===== src/core/aml_cfg.svh =====
// Purpose: register offsets, reset values and timing counts of the axis motion limiter
// Assumes: lengths in 0.0001 mm, feeds in 0.0001 mm/min, signed positions
// Notes: Operation list below
// Operation
// - rapid feed capped at rapid_feed_limit
// - approach direction plus or minus
// - stop short by overrun; zero disables
// - approach leg runs at approach_feedrate
// - programmed feed capped at max_programmed_feed
// - jog without feed uses manual_jog_feed
// - probing in jog uses probe_feedrate
// - slave checks coupled following error difference
// - feedforward select steers derivative gain use
// - advanced on analog axis acts as yes
// - after marker, shift home_offset_shift at seek feed
// - contact after standstill for stall window
// - after contact output contact_hold_command
// - round corner uses round_corner_window for position
// - units digit selects marker pulse type
// - tens digit selects normal or smooth stop
// - nonzero marker type reports position minus offset; code also subtracts it when only the tens digit is nonzero
// - short move flag below short_move_threshold
// - after home switch seek marker at seek feed
`ifndef AML_CFG_SVH
`define AML_CFG_SVH
`define AML_NREG         17
`define AML_IDX_RAPID    0
`define AML_IDX_OVERRUN  1
`define AML_IDX_APPFEED  2
`define AML_IDX_MAX_PROGRAMMED_FEED  3
`define AML_IDX_MANUAL_JOG_FEED  4
`define AML_IDX_PROBE_FEEDRATE  5
`define AML_IDX_COUPLE   6
`define AML_IDX_CTRL     7
`define AML_IDX_SHIFT    8
`define AML_IDX_MSEEK    9
`define AML_IDX_STALLT   10
`define AML_IDX_STALLM   11
`define AML_IDX_HOLD     12
`define AML_IDX_RCWIN    13
`define AML_IDX_INPOS    14
`define AML_IDX_ZOFF     15
`define AML_IDX_SHORT_MOVE_THRESHOLD  16
`define AML_ADDR_STATUS  8'h44
`define AML_CTRL_FFSEL   1:0
`define AML_CTRL_DIR     2
`define AML_CTRL_SLAVE   3
`define AML_CTRL_DIGITAL 4
`define AML_CTRL_RC      5
`define AML_CTRL_MUNITS  11:8
`define AML_CTRL_MTENS   15:12
`define AML_RST_RAPID    32'h05f5_e100
`define AML_RST_MAX_PROGRAMMED_FEED  32'h02fa_f080
`define AML_RST_MANUAL_JOG_FEED  32'h0098_9680
`define AML_RST_PROBE_FEEDRATE  32'h000f_4240
`define AML_RST_COUPLE   32'h0000_2710
`define AML_RST_CTRL     32'h0000_0001
`define AML_RST_MSEEK    32'h000f_4240
`define AML_RST_RCWIN    32'h0000_03e8
`define AML_RST_INPOS    32'h0000_0064
`define AML_HOLD_MAX     15'h7fff
`define AML_MS_NS        1000000
`define AML_CLK_NS       40
`define AML_MS_CYC       (`AML_MS_NS / `AML_CLK_NS)
`endif


===== src/core/aml_pkg.sv =====
// Purpose: types of the axis motion limiter
// Assumes: nothing beyond the config header
// Notes: state codes are one-hot
package aml_pkg;
	typedef enum logic [7:0] {
		ST_IDLE  = 8'h01,
		ST_MOVE  = 8'h02,
		ST_APPR  = 8'h04,
		ST_SEEK1 = 8'h08,
		ST_SEEK2 = 8'h10,
		ST_SHIFT = 8'h20,
		ST_HSTOP = 8'h40,
		ST_HOLD  = 8'h80
	} aml_state_type;
	typedef enum logic [2:0] {
		K_RAPID = 3'h0,
		K_FEED  = 3'h1,
		K_JOG   = 3'h2,
		K_PROBE = 3'h3,
		K_HOME  = 3'h4,
		K_HSTOP = 3'h5
	} aml_kind_type;
	typedef enum logic [1:0] {
		FF_NO  = 2'h0,
		FF_YES = 2'h1,
		FF_ADV = 2'h2
	} aml_ffsel_type;
endpackage


===== src/core/aml_axis.sv =====
// Purpose: per-axis feed limits, approach, homing shift, hardstop and position flags
// Assumes: position and error inputs come from logic on clk; marker and switch are pins
// Notes: outputs feed a downstream interpolator; all lengths in 0.0001 mm
`include "aml_cfg.svh"
`timescale 1ns/1ps
`default_nettype none
module aml_axis #(
	parameter int MS_CYC = `AML_MS_CYC
) (
	// clock, reset, enable
	input  wire logic        clk,
	input  wire logic        arst_n,
	input  wire logic        ce,
	// register port
	input  wire logic [7:0]  addr,
	input  wire logic [31:0] wdata,
	input  wire logic        wr,
	input  wire logic        rd,
	output logic      [31:0] rdata_q,
	// motion commands
	input  wire logic        cmd_start,
	input  wire logic        cmd_stop,
	input  wire logic [2:0]  cmd_kind,
	input  wire logic [31:0] cmd_target,
	input  wire logic [31:0] cmd_feed,
	// feedback
	input  wire logic [31:0] feedback_pos,
	input  wire logic [31:0] ferr_own,
	input  wire logic [31:0] ferr_master,
	input  wire logic        marker_pin,
	input  wire logic        home_switch_pin,
	// motion outputs
	output logic [31:0] setpoint_q,
	output logic [31:0] feed_q,
	output logic        busy_q,
	output logic        done_q,
	output logic        in_pos_q,
	output logic        short_move_q,
	output logic        coupled_fault_q,
	output logic        contact_q,
	output logic        hold_active_q,
	output logic [14:0] hold_cmd_q,
	// servo mode and reporting
	output logic        dgain_ferr_q,
	output logic        dgain_accel_q,
	output logic [1:0]  marker_kind_q,
	output logic        smooth_stop_q,
	output logic [31:0] pos_report_q
);
	typedef struct packed {
		logic [`AML_NREG-1:0][31:0] cfg;
		logic [1:0]  mk_s;
		logic        mk_prev;
		logic [1:0]  hs_s;
		aml_pkg::aml_state_type st;
		aml_pkg::aml_kind_type kind;
		logic        uni;
		logic [31:0] final_tgt;
		logic [31:0] stall_ref;
		logic [31:0] ms_cnt;
		logic [15:0] win_cnt;
		logic [31:0] setp;
		logic [31:0] feed;
		logic        busy;
		logic        done;
		logic        inpos;
		logic        shortm;
		logic        cfault;
		logic        contact;
		logic        hold_on;
		logic [14:0] hold;
		logic        dgf;
		logic        dga;
		logic [1:0]  mkind;
		logic        smooth;
		logic [31:0] posrep;
		logic [31:0] rdata;
	} aml_regs_type;

	aml_regs_type r_q;
	aml_regs_type r_d;
	logic [1:0]   rst_q;
	logic         rst_n;

	function automatic logic [31:0] adiff(input logic [31:0] a, input logic [31:0] b);
		logic signed [32:0] d;
		d = $signed({a[31], a}) - $signed({b[31], b});
		if (d < 0)
			d = -d;
		return d[32] ? 32'hffff_ffff : d[31:0];
	endfunction

	function automatic logic [31:0] umin(input logic [31:0] a, input logic [31:0] b);
		return (a < b) ? a : b;
	endfunction

	// the release is synchronised so every flop leaves reset on the same edge
	always_ff @(posedge clk or negedge arst_n) begin
		if (!arst_n)
			rst_q <= 2'h0;
		else
			rst_q <= {rst_q[0], 1'b1};
	end
	assign rst_n = rst_q[1];

	logic [31:0] c_rapid, c_ov, c_app, c_max, c_jog, c_prb, c_cpl, c_ctl;
	logic [31:0] c_shift, c_mseek, c_stallm, c_rcwin, c_inpos, c_zoff, c_minmv;
	assign c_rapid  = r_q.cfg[`AML_IDX_RAPID];
	assign c_ov     = r_q.cfg[`AML_IDX_OVERRUN];
	assign c_app    = r_q.cfg[`AML_IDX_APPFEED];
	assign c_max    = r_q.cfg[`AML_IDX_MAX_PROGRAMMED_FEED];
	assign c_jog    = r_q.cfg[`AML_IDX_MANUAL_JOG_FEED];
	assign c_prb    = r_q.cfg[`AML_IDX_PROBE_FEEDRATE];
	assign c_cpl    = r_q.cfg[`AML_IDX_COUPLE];
	assign c_ctl    = r_q.cfg[`AML_IDX_CTRL];
	assign c_shift  = r_q.cfg[`AML_IDX_SHIFT];
	assign c_mseek  = r_q.cfg[`AML_IDX_MSEEK];
	assign c_stallm = r_q.cfg[`AML_IDX_STALLM];
	assign c_rcwin  = r_q.cfg[`AML_IDX_RCWIN];
	assign c_inpos  = r_q.cfg[`AML_IDX_INPOS];
	assign c_zoff   = r_q.cfg[`AML_IDX_ZOFF];
	assign c_minmv  = r_q.cfg[`AML_IDX_SHORT_MOVE_THRESHOLD];

	always_comb begin
		logic [31:0] win;
		logic        arrived;
		logic        mk_rise;
		logic [31:0] app_pt;
		logic [31:0] stall_t;
		logic [1:0]  ffsel;
		logic [4:0]  idx;
		r_d = r_q;
		win = 32'h0;
		arrived = 1'b0;
		mk_rise = 1'b0;
		app_pt = 32'h0;
		stall_t = 32'h0;
		ffsel = 2'h0;
		idx = addr[6:2];
		r_d.done = 1'b0;

		// pins pass two flops; edge detection looks only at the second
		r_d.mk_s = {r_q.mk_s[0], marker_pin};
		r_d.hs_s = {r_q.hs_s[0], home_switch_pin};
		r_d.mk_prev = r_q.mk_s[1];
		mk_rise = r_q.mk_s[1] && !r_q.mk_prev;

		if (wr && addr[1:0] == 2'h0 && addr[7] == 1'b0 && idx < 5'(`AML_NREG))
			r_d.cfg[idx] = wdata;
		r_d.rdata = 32'h0;
		if (rd) begin
			if (addr[1:0] == 2'h0 && addr[7] == 1'b0 && idx < 5'(`AML_NREG))
				r_d.rdata = r_q.cfg[idx];
			else if (addr == `AML_ADDR_STATUS)
				r_d.rdata = {16'h0, r_q.st, 3'h0, r_q.hold_on, r_q.contact,
					r_q.cfault, r_q.inpos, r_q.busy};
		end

		// round corner widens the in-position zone
		win = c_ctl[`AML_CTRL_RC] ? c_rcwin : c_inpos;
		arrived = adiff(r_q.setp, feedback_pos) <= win;
		r_d.inpos = arrived;

		// only the slave axis carries the limit
		r_d.cfault = c_ctl[`AML_CTRL_SLAVE] && (adiff(ferr_own, ferr_master) > c_cpl);

		// advanced only helps a digital drive; analog falls back to yes
		ffsel = c_ctl[`AML_CTRL_FFSEL];
		if (ffsel == aml_pkg::FF_ADV && !c_ctl[`AML_CTRL_DIGITAL])
			ffsel = aml_pkg::FF_YES;
		r_d.dgf = (ffsel == aml_pkg::FF_NO);
		r_d.dga = (ffsel == aml_pkg::FF_YES) || (ffsel == aml_pkg::FF_ADV);

		r_d.mkind = c_ctl[9:8];
		r_d.smooth = (c_ctl[`AML_CTRL_MTENS] == 4'h1);
		if (c_ctl[`AML_CTRL_MUNITS] != 4'h0 || c_ctl[`AML_CTRL_MTENS] != 4'h0)
			r_d.posrep = feedback_pos - c_zoff;
		else
			r_d.posrep = feedback_pos;

		unique case (r_q.st)
			aml_pkg::ST_IDLE: begin
				r_d.busy = 1'b0;
				if (cmd_start) begin
					r_d.busy = 1'b1;
					r_d.contact = 1'b0;
					r_d.hold_on = 1'b0;
					r_d.kind = aml_pkg::aml_kind_type'(cmd_kind);
					r_d.final_tgt = cmd_target;
					r_d.setp = cmd_target;
					r_d.uni = 1'b0;
					r_d.shortm = adiff(cmd_target, feedback_pos) < c_minmv;
					r_d.st = aml_pkg::ST_MOVE;
					case (cmd_kind)
						3'(aml_pkg::K_RAPID): begin
							r_d.feed = c_rapid;
							if (c_ov != 32'h0) begin
								// stop short on the side chosen, then creep in
								app_pt = c_ctl[`AML_CTRL_DIR] ? cmd_target + c_ov
									: cmd_target - c_ov;
								r_d.setp = app_pt;
								r_d.uni = 1'b1;
							end
						end
						3'(aml_pkg::K_JOG): r_d.feed = (cmd_feed == 32'h0) ? c_jog
							: umin(cmd_feed, c_max);
						3'(aml_pkg::K_PROBE): r_d.feed = c_prb;
						3'(aml_pkg::K_HOME): begin
							r_d.feed = cmd_feed;
							r_d.shortm = 1'b0;
							r_d.st = aml_pkg::ST_SEEK1;
						end
						default: r_d.feed = umin(cmd_feed, c_max);
					endcase
				end
			end
			aml_pkg::ST_MOVE: begin
				if (arrived) begin
					if (r_q.uni) begin
						r_d.setp = r_q.final_tgt;
						r_d.feed = c_app;
						r_d.st = aml_pkg::ST_APPR;
					end else if (r_q.kind == aml_pkg::K_HSTOP) begin
						r_d.done = 1'b1;
						r_d.st = aml_pkg::ST_IDLE;
					end else begin
						r_d.done = 1'b1;
						r_d.st = aml_pkg::ST_IDLE;
					end
				end else if (r_q.kind == aml_pkg::K_HSTOP) begin
					r_d.stall_ref = feedback_pos;
					r_d.ms_cnt = 32'h0;
					r_d.win_cnt = 16'h0;
					r_d.st = aml_pkg::ST_HSTOP;
				end
			end
			aml_pkg::ST_APPR: begin
				if (arrived) begin
					r_d.done = 1'b1;
					r_d.st = aml_pkg::ST_IDLE;
				end
			end
			aml_pkg::ST_SEEK1: begin
				if (r_q.hs_s[1]) begin
					r_d.feed = c_mseek;
					r_d.st = aml_pkg::ST_SEEK2;
				end
			end
			aml_pkg::ST_SEEK2: begin
				if (mk_rise) begin
					if (c_shift != 32'h0) begin
						r_d.setp = feedback_pos + c_shift;
						r_d.feed = c_mseek;
						r_d.st = aml_pkg::ST_SHIFT;
					end else begin
						r_d.setp = feedback_pos;
						r_d.done = 1'b1;
						r_d.st = aml_pkg::ST_IDLE;
					end
				end
			end
			aml_pkg::ST_SHIFT: begin
				if (arrived) begin
					r_d.done = 1'b1;
					r_d.st = aml_pkg::ST_IDLE;
				end
			end
			aml_pkg::ST_HSTOP: begin
				stall_t = {16'h0, r_q.cfg[`AML_IDX_STALLT][15:0]};
				if (adiff(feedback_pos, r_q.stall_ref) > c_stallm) begin
					r_d.stall_ref = feedback_pos;
					r_d.ms_cnt = 32'h0;
					r_d.win_cnt = 16'h0;
				end else if ({16'h0, r_q.win_cnt} >= stall_t) begin
					r_d.contact = 1'b1;
					r_d.hold_on = 1'b1;
					r_d.hold = r_q.cfg[`AML_IDX_HOLD][14:0];
					r_d.done = 1'b1;
					r_d.st = aml_pkg::ST_HOLD;
				end else if (r_q.ms_cnt == 32'(MS_CYC - 1)) begin
					r_d.ms_cnt = 32'h0;
					r_d.win_cnt = r_q.win_cnt + 16'h1;
				end else begin
					r_d.ms_cnt = r_q.ms_cnt + 32'h1;
				end
			end
			aml_pkg::ST_HOLD: begin
				// residual push stays until the move is cancelled
				r_d.hold = r_q.cfg[`AML_IDX_HOLD][14:0];
				r_d.busy = 1'b0;
			end
		endcase

		if (cmd_stop) begin
			r_d.st = aml_pkg::ST_IDLE;
			r_d.busy = 1'b0;
			r_d.hold_on = 1'b0;
			r_d.feed = 32'h0;
		end

		// the residual command is zeroed in the register so the pin never glitches through a mux
		if (!r_d.hold_on)
			r_d.hold = 15'h0;
	end

	always_ff @(posedge clk or negedge rst_n) begin
		if (!rst_n) begin
			r_q <= '0;
			r_q.st <= aml_pkg::ST_IDLE;
			r_q.kind <= aml_pkg::K_RAPID;
			r_q.cfg[`AML_IDX_RAPID] <= `AML_RST_RAPID;
			r_q.cfg[`AML_IDX_MAX_PROGRAMMED_FEED] <= `AML_RST_MAX_PROGRAMMED_FEED;
			r_q.cfg[`AML_IDX_MANUAL_JOG_FEED] <= `AML_RST_MANUAL_JOG_FEED;
			r_q.cfg[`AML_IDX_PROBE_FEEDRATE] <= `AML_RST_PROBE_FEEDRATE;
			r_q.cfg[`AML_IDX_COUPLE] <= `AML_RST_COUPLE;
			r_q.cfg[`AML_IDX_CTRL] <= `AML_RST_CTRL;
			r_q.cfg[`AML_IDX_MSEEK] <= `AML_RST_MSEEK;
			r_q.cfg[`AML_IDX_RCWIN] <= `AML_RST_RCWIN;
			r_q.cfg[`AML_IDX_INPOS] <= `AML_RST_INPOS;
		end else if (ce) begin
			r_q <= r_d;
		end
	end

	assign rdata_q         = r_q.rdata;
	assign setpoint_q      = r_q.setp;
	assign feed_q          = r_q.feed;
	assign busy_q          = r_q.busy;
	assign done_q          = r_q.done;
	assign in_pos_q        = r_q.inpos;
	assign short_move_q    = r_q.shortm;
	assign coupled_fault_q = r_q.cfault;
	assign contact_q       = r_q.contact;
	assign hold_active_q   = r_q.hold_on;
	assign hold_cmd_q      = r_q.hold;
	assign dgain_ferr_q    = r_q.dgf;
	assign dgain_accel_q   = r_q.dga;
	assign marker_kind_q   = r_q.mkind;
	assign smooth_stop_q   = r_q.smooth;
	assign pos_report_q    = r_q.posrep;

	a_rapid_feed_cap: assert property (@(posedge clk) disable iff (!rst_n)
		(r_q.st == aml_pkg::ST_MOVE && r_q.kind == aml_pkg::K_RAPID) |-> feed_q == c_rapid)
		else $error("rapid feed not at limit");
	a_uni_off_direct: assert property (@(posedge clk) disable iff (!rst_n)
		(ce && !cmd_stop && cmd_start && r_q.st == aml_pkg::ST_IDLE && cmd_kind == 3'h0 && c_ov == 32'h0)
		|=> (setpoint_q == $past(cmd_target)) && !r_q.uni)
		else $error("zero overrun still approached");
	a_appr_dir_feed: assert property (@(posedge clk) disable iff (!rst_n)
		(r_q.st == aml_pkg::ST_APPR) |-> (feed_q == c_app) && (setpoint_q == r_q.final_tgt))
		else $error("approach leg wrong");
	a_prog_feed_cap: assert property (@(posedge clk) disable iff (!rst_n)
		(r_q.st == aml_pkg::ST_MOVE && r_q.kind == aml_pkg::K_FEED) |-> feed_q <= c_max)
		else $error("programmed feed above limit");
	a_jog_default: assert property (@(posedge clk) disable iff (!rst_n)
		(ce && !cmd_stop && cmd_start && r_q.st == aml_pkg::ST_IDLE && cmd_kind == 3'h2 && cmd_feed == 32'h0)
		|=> feed_q == c_jog)
		else $error("jog feed not used");
	a_coupled_flag: assert property (@(posedge clk) disable iff (!rst_n)
		(ce && c_ctl[3] && adiff(ferr_own, ferr_master) > c_cpl) |=> coupled_fault_q)
		else $error("coupled error missed");
	a_adv_analog: assert property (@(posedge clk) disable iff (!rst_n)
		(ce && c_ctl[1:0] == 2'h2 && !c_ctl[4]) |=> dgain_accel_q && !dgain_ferr_q)
		else $error("advanced on analog not yes");
	a_hold_output: assert property (@(posedge clk) disable iff (!rst_n)
		hold_active_q |-> contact_q && hold_cmd_q == r_q.cfg[`AML_IDX_HOLD][14:0])
		else $error("hold command wrong");
	a_pos_offset: assert property (@(posedge clk) disable iff (!rst_n)
		(ce && c_ctl[15:8] != 8'h0) |=> pos_report_q == $past(feedback_pos) - $past(c_zoff))
		else $error("position offset not applied");
	a_seek_feed: assert property (@(posedge clk) disable iff (!rst_n)
		(r_q.st == aml_pkg::ST_SEEK2 || r_q.st == aml_pkg::ST_SHIFT) |-> feed_q == c_mseek)
		else $error("marker seek feed wrong");
endmodule
`default_nettype wire


===== config.mk =====
export PLATFORM = sky130hd
export DESIGN_NAME = aml_axis
export DESIGN_NICKNAME = d
export VERILOG_FILES = /design/src/core/aml_pkg.sv /design/src/core/aml_axis.sv
export VERILOG_INCLUDE_DIRS = /design/src /design/src/core
export SDC_FILE = /design/constraint.sdc
export NUM_CORES = 2
export LEC_CHECK = 0
export ABC_AREA = 1
export BUFFER_PORTS_ARGS = -buffer_cell sky130_fd_sc_hd__buf_2
export CORE_ASPECT_RATIO = 1.25
export CORE_MARGIN = 10
export CORE_UTILIZATION = 40
export DETAILED_ROUTE_END_ITERATION = 7
export GPL_ROUTABILITY_DRIVEN = 0
export PLACE_DENSITY_LB_ADDON = 0.12
export SLEW_MARGIN = 40
export SYNTH_ARGS = -nofsm -noshare
export SYNTH_HDL_FRONTEND = slang
export SYNTH_SLANG_ARGS = --single-unit

===== constraint.sdc =====
create_clock -name clk -period 72.7 [get_ports clk]
set_clock_uncertainty 0.2 [all_clocks]
set_input_delay 14.54 -clock clk [delete_from_list [all_inputs] [get_ports clk]]
set_output_delay 14.54 -clock clk [all_outputs]
set_load 0.005 [all_outputs]

==> Word level (Yosys, flattened, before mapping) <==
Cells that the tools add are included.
{ "word_totals": {"word_cells": 231, "inputBits": 212, "ff_bits": 830} }
{ "classes": {"n_bitwise": 1, "n_addsub": 14, "magnitude_cmp": 13, "reduce_logical": 39, "mux": 78, "n_eq_ne": 42} }
{ "ops": {"columns": ["cell", "n"], "rows": [
  ["32-bit two-way mux", 20],
  ["544-bit bitwise mux", 1],
  ["33-bit two-way mux", 8],
  ["32-bit case mux with 4 select lines", 2],
  ["64-bit two-way mux", 3],
  ["32-bit binary-select mux with 5-bit select", 1],
  ["32-bit demux with 5-bit select", 1],
  ["80-bit two-way mux", 2],
  ["80-bit case mux with 2 select lines", 1],
  ["33-bit by 1-bit < comparator with 1-bit output (second input constant)", 4],
  ["33-bit negation", 4],
  ["32-bit by 32-bit subtractor with 33-bit output", 4],
  ["48-bit two-way mux", 2],
  ["32-bit case mux with 3 select lines", 1],
  ["65-bit two-way mux", 1],
  ["32-bit adder", 2],
  ["32-bit > comparator", 2],
  ["32-bit < comparator", 2],
  ["8-bit two-way mux", 8],
  ["32-bit nonzero test", 2],
  ["32-bit subtractor", 2],
  ["8-bit case mux with 6 select lines", 1],
  ["44-bit two-way mux", 1],
  ["3-bit inequality test (second input constant)", 12],
  ["other kinds (56)", 100]
]} }

==> Logic depth before layout (Yosys ltp) <==
{ "logic_depth": {"word_depth": 11, "depth_mapped": 44, "depth_no_buf": 44} }

==> Worst setup path after synthesis <==
Ideal clock, no wire load.
{ "synth_timing": {"path_kind": "input -> register", "from": "input feedback_pos[0]", "to": "register r_q[160] (netlist bit)", "setup_time_ps": 130, "cell_stages": 28, "path_slack_ps": 53286, "arrival_time_ps": 19084, "cell_sequence": "inv_1 -> ha_1 -> fa_1 -> o31ai_2 -> a21oi_1 -> o21bai_1 -> xnor2_1 -> inv_1 -> nor2_1 -> nand2_1 -> nor2_1 -> nand3_1 -> nand2_1 -> nand2_1 -> nand2_1 -> nand3_1 -> ha_1 -> nand4_1 -> nor4_1 -> inv_1 -> nor4_2 -> nand3_1 -> nand2_1 -> buf_2 -> o21ai_0 -> o2111ai_1 -> clkbuf_1 -> o21ai_0"} }
{ "synth_between": {"elab_chain_cells": 8, "word_cells_on_any_way": 19, "cone_classes": "4 x add/sub; 4 x order compare; 3 x eq/ne; 7 x mux; 1 x reduce/logical"} }
{ "synth_lines": {"columns": ["element", "line_no", "source"], "rows": [
  ["start, declared", "aml_axis.sv:27", "input wire logic [31:0] feedback_pos,"],
  ["32-bit by 32-bit subtractor with 33-bit output", "aml_axis.sv:87", "d = $signed({a[31], a}) - $signed({b[31], b});"],
  ["33-bit negation / 33-bit by 1-bit < comparator with 1-bit output (equally long branches)", "aml_axis.sv:89, aml_axis.sv:88", null],
  ["33-bit two-way mux", "aml_axis.sv:88", "if (d < 0)"],
  ["33-bit two-way mux", "aml_axis.sv:181", "unique case (r_q.st)"],
  ["32-bit two-way mux", "aml_axis.sv:90", "return d[32] ? 32'hffff_ffff : d[31:0];"],
  ["32-bit > comparator", "aml_axis.sv:270", "if (adiff(feedback_pos, r_q.stall_ref) > c_stallm) begin"],
  ["3-bit inequality test (no source line) / 48-bit two-way mux (equally long branches)", null, null],
  ["6-bit AND reduction (no source line) / 80-bit case mux with 2 select lines (equally long branches)", null, null],
  ["end signal, assigned", "aml_axis.sv:321", "r_q <= r_d;"],
  ["end, declared", "aml_axis.sv:80", "aml_regs_type r_q;"]
]} }
Parallel ways exist; a longest one is shown, timed or not. The select of a mux whose other input is x is not followed.
A chain may end at the register's enable or synchronous reset.

==> Worst setup path after layout <==
{ "layout_timing": {"from": "input feedback_pos[0]", "to": "register r_q, in the netlist setpoint_q[6]"} }
{ "layout_between": {"elab_chain_cells": 7, "word_cells_on_any_way": 12, "cone_classes": "3 x add/sub; 2 x order compare; 1 x eq/ne; 5 x mux; 1 x reduce/logical"} }
{ "layout_lines": {"columns": ["element", "line_no", "source"], "rows": [
  ["32-bit by 32-bit subtractor with 33-bit output", "aml_axis.sv:87", null],
  ["33-bit negation / 33-bit by 1-bit < comparator with 1-bit output (equally long branches)", "aml_axis.sv:89, aml_axis.sv:88", null],
  ["33-bit two-way mux", "aml_axis.sv:88", null],
  ["32-bit two-way mux", "aml_axis.sv:90", null],
  ["32-bit less-or-equal comparator", "aml_axis.sv:161", "arrived = adiff(r_q.setp, feedback_pos) <= win;"],
  ["2-bit inequality test (no source line)", null, null],
  ["6-bit AND reduction (no source line)", null, null]
]} }
Parallel ways exist; a longest one is shown, timed or not. The select of a mux whose other input is x is not followed.

==> qor.txt <==
Critical path buffers and inverters = 6
Vias = 64.5k
Yosys Warn Count = 0
Count of cell types in the netlist = 82
Worst Setup End Kind = flip-flop
Placed insts = 10.8k
Synth top area share = 30.7%
Most frequent cell after synthesis = nand2_1
Non-Filler Instances = 11.0k
Setup_tns = 0 ns
Async S/R FF share, synth = 100%
TritonCTS buffer count = 93
Max VDD drop = 0.0202 mV
Vias in the first global route = 61.2k
Slew headroom = 33.1%
WL final = 290000 um
Delay-heaviest family, CP = simple AND/OR/NAND/NOR gates
Cell count after synthesis = 8833
Final layout net count = 9490
Slowest cell on crit path = nand4_2
Fin crit share = 30.2%
Syn_nets = 9456
Mapped cell area = 62600 um^2
Worst-path maximum fanout = 35
# DRC = 0
Synth area leader = dfrtp_1
Failing checks = negative hold slack
Max Fclk = 0.0455 GHz
Core Box Area = 156000 um^2
Worst Path Class, Setup = input pin to flip-flop
CP Depth = 33
Clock Tree Buf Depth = 3
PwrDens = 29.9 nW/um^2
Antenna violations before repair = 13
Register area = 20900 um^2
Min setup slack post-route = 50.73 ns
Global-route wire length before repair = 418000 um
Pin count of the biggest net entering global routing = 143
Unrepaired setup endpoints after global routing = no
Leakage power = 31.9 nW
Iter 0 DRT Violations = 7053
Synth top cells by count = nand2_1, o21ai_0, inv_1
Post-CTS sizing = 0
Die width = 374 um
Top FF cell, synth = dfrtp_1
Clock Sinks = 830
Multi-input gate area = 35700 um^2
H-Tree Depth = 3
Drt wl/cell = 26.4 um
Max-slew violations = 0
Max stage delay on crit path = 0.77 ns
Area grow syn2layout = 9.62%
Slew @ Worst Pin = 0.998 ns
ANT nets after route = 0
Worst path required time = 73.14 ns
Post-synth EDFFs = 0
Fin crit period = 21.97 ns
Reg2reg path depth = 33
Root Buffer = clkbuf_16
Hold WS = -0.0152 ns
Worst hold path class = flip-flop to async pin
Post-synthesis sequential area ratio = 33.3%
Initial Util = 40.2%
Top Ports = 367
Die Area = 173000 um^2
Dpl ws = 49.67 ns
Status = complete, but fails checks
Worst R2R Start = setpoint_q[0]
Top cell by count, worst path = nand2_1
Setup Buffers After CTS = 0
Final global-route overflow total = 0
Clk_lat worst skew = 0.76 ns
Syn avg cell area = 7.09 um^2
Reg clk slew, reported paths = 0.07 ns
# setup viols final = 0
Count of final hold-check violations = 9
Worst EP arrival = 22.41 ns
Die height = 462 um
Vias per cell = 5.86
Synth area leaders = dfrtp_1, nand2_1, o21ai_0
Setup crit start = feedback_pos[0]
Layout fillers = 16.3k
CP Launch Type = input pin
Max-Cap Viols = 0
DRT Pass-1 Iters = 6
Post-synthesis register bit count = 830
Total GRT Usage = 32.1%
Cell Rows = 162
Post-detail-place hpwl = 224000 um
CTS tree = built
Share of cells above drive strength 1 = 9.29%
Hold-fix buffers, CTS = 0
I/O Buffers = 366
## final timing paths
kind	to	slack (ns)
max	setpoint_q[6]	50.73
min	c_max[30]	-0.02
max reg2reg	setpoint_q[6]	64.25
min reg2reg	c_max[30]	-0.02
max in group asynchronous	rst_q[1]	58.82
min in group clk	rst_q[1]	0.15
## where the power goes
| group | internal, W | total (W) | switching (W) |
|---|---|---|---|
| logic | 0.000317 | 0.000992 | 0.000675 |
| registers | 0.000510 | 0.000561 | 0.0000518 |
| clock network | 0.000278 | 0.000501 | 0.000223 |
| total | 0.00110 | 0.00205 | 0.000950 |
## layer usage
metal | vias up | global-route usage (%) | part of all wire, %
li1 | 29600 | - | -
met1 | 30900 | 40.0 | 39
met2 | 3257 | 52.3 | 46
met3 | 747 | 5.96 | 8.6
met4 | 6 | 17.5 | 6.4
met5 | - | 0 | 0.012
## flip-flops by register name, indices dropped and copies added, names as in the netlist, 15 cells and up
| name | flops |
|---|---|
| c_app | 32 |
| c_cpl | 32 |
| c_ctl | 32 |
| c_inpos | 32 |
| c_jog | 32 |
| c_max | 32 |
| c_minmv | 32 |
| c_mseek | 32 |
| c_ov | 32 |
| c_prb | 32 |
| c_rapid | 32 |
| c_rcwin | 32 |
| c_shift | 32 |
| c_stallm | 32 |
| c_zoff | 32 |
| feed_q | 32 |
| hold_cmd_q | 15 |
| pos_report_q | 32 |
| r_q | 190 |
| rdata_q | 32 |
| setpoint_q | 32 |
## cells by family after synthesis
group	after synthesis	synth area share (%)
other	1	0.00599
buffers and inverters	1522	10.1
flip-flops	830	33.3
multiplexers	13	0.208
AO/OA/AOI/OAI	2228	20.6
XOR/XNOR	259	3.70
adder cells (fa/ha/maj)	411	8.30
AND/OR/NAND/NOR	3569	23.8
## through the flow
stage               total power [W]  instance area, um^2  utilization [%]  hold WS, ns
floorplan                   0.00123                62600                -        0.131
global placement            0.00152                65300             41.9        0.136
detailed placement          0.00153                65400             42.0        0.143
CTS                         0.00204                68500             44.0        0.156
global route                0.00218                68600             44.0       0.0121
finish                      0.00205                68600             44.0      -0.0152
## cell type report
type	instances	share of cell area [%]
Multi-Input combinational cell	6481	52.0
Sequential cell	830	30.4
Inverter	1006	5.51
Clock buffer	144	4.01
Timing Repair Buffer	455	3.79
Tap cell	2050	3.74
Clock inverter	32	0.596
Antenna cell	5	0.0182
## layout by cell type (no fill, tap or decap), types with 106 or more instances in the layout
cell type and n:
a21oi_1 540, nand2_1 2162, ha_1 404, o21ai_0 1028, buf_2 366, nor2_1 610, nand3_1 375, a22oi_1 185
inv_1 969, nand4_1 106, dfrtp_1 767, xor2_1 164
No activity file was read; power rests on OpenSTA's default activity.
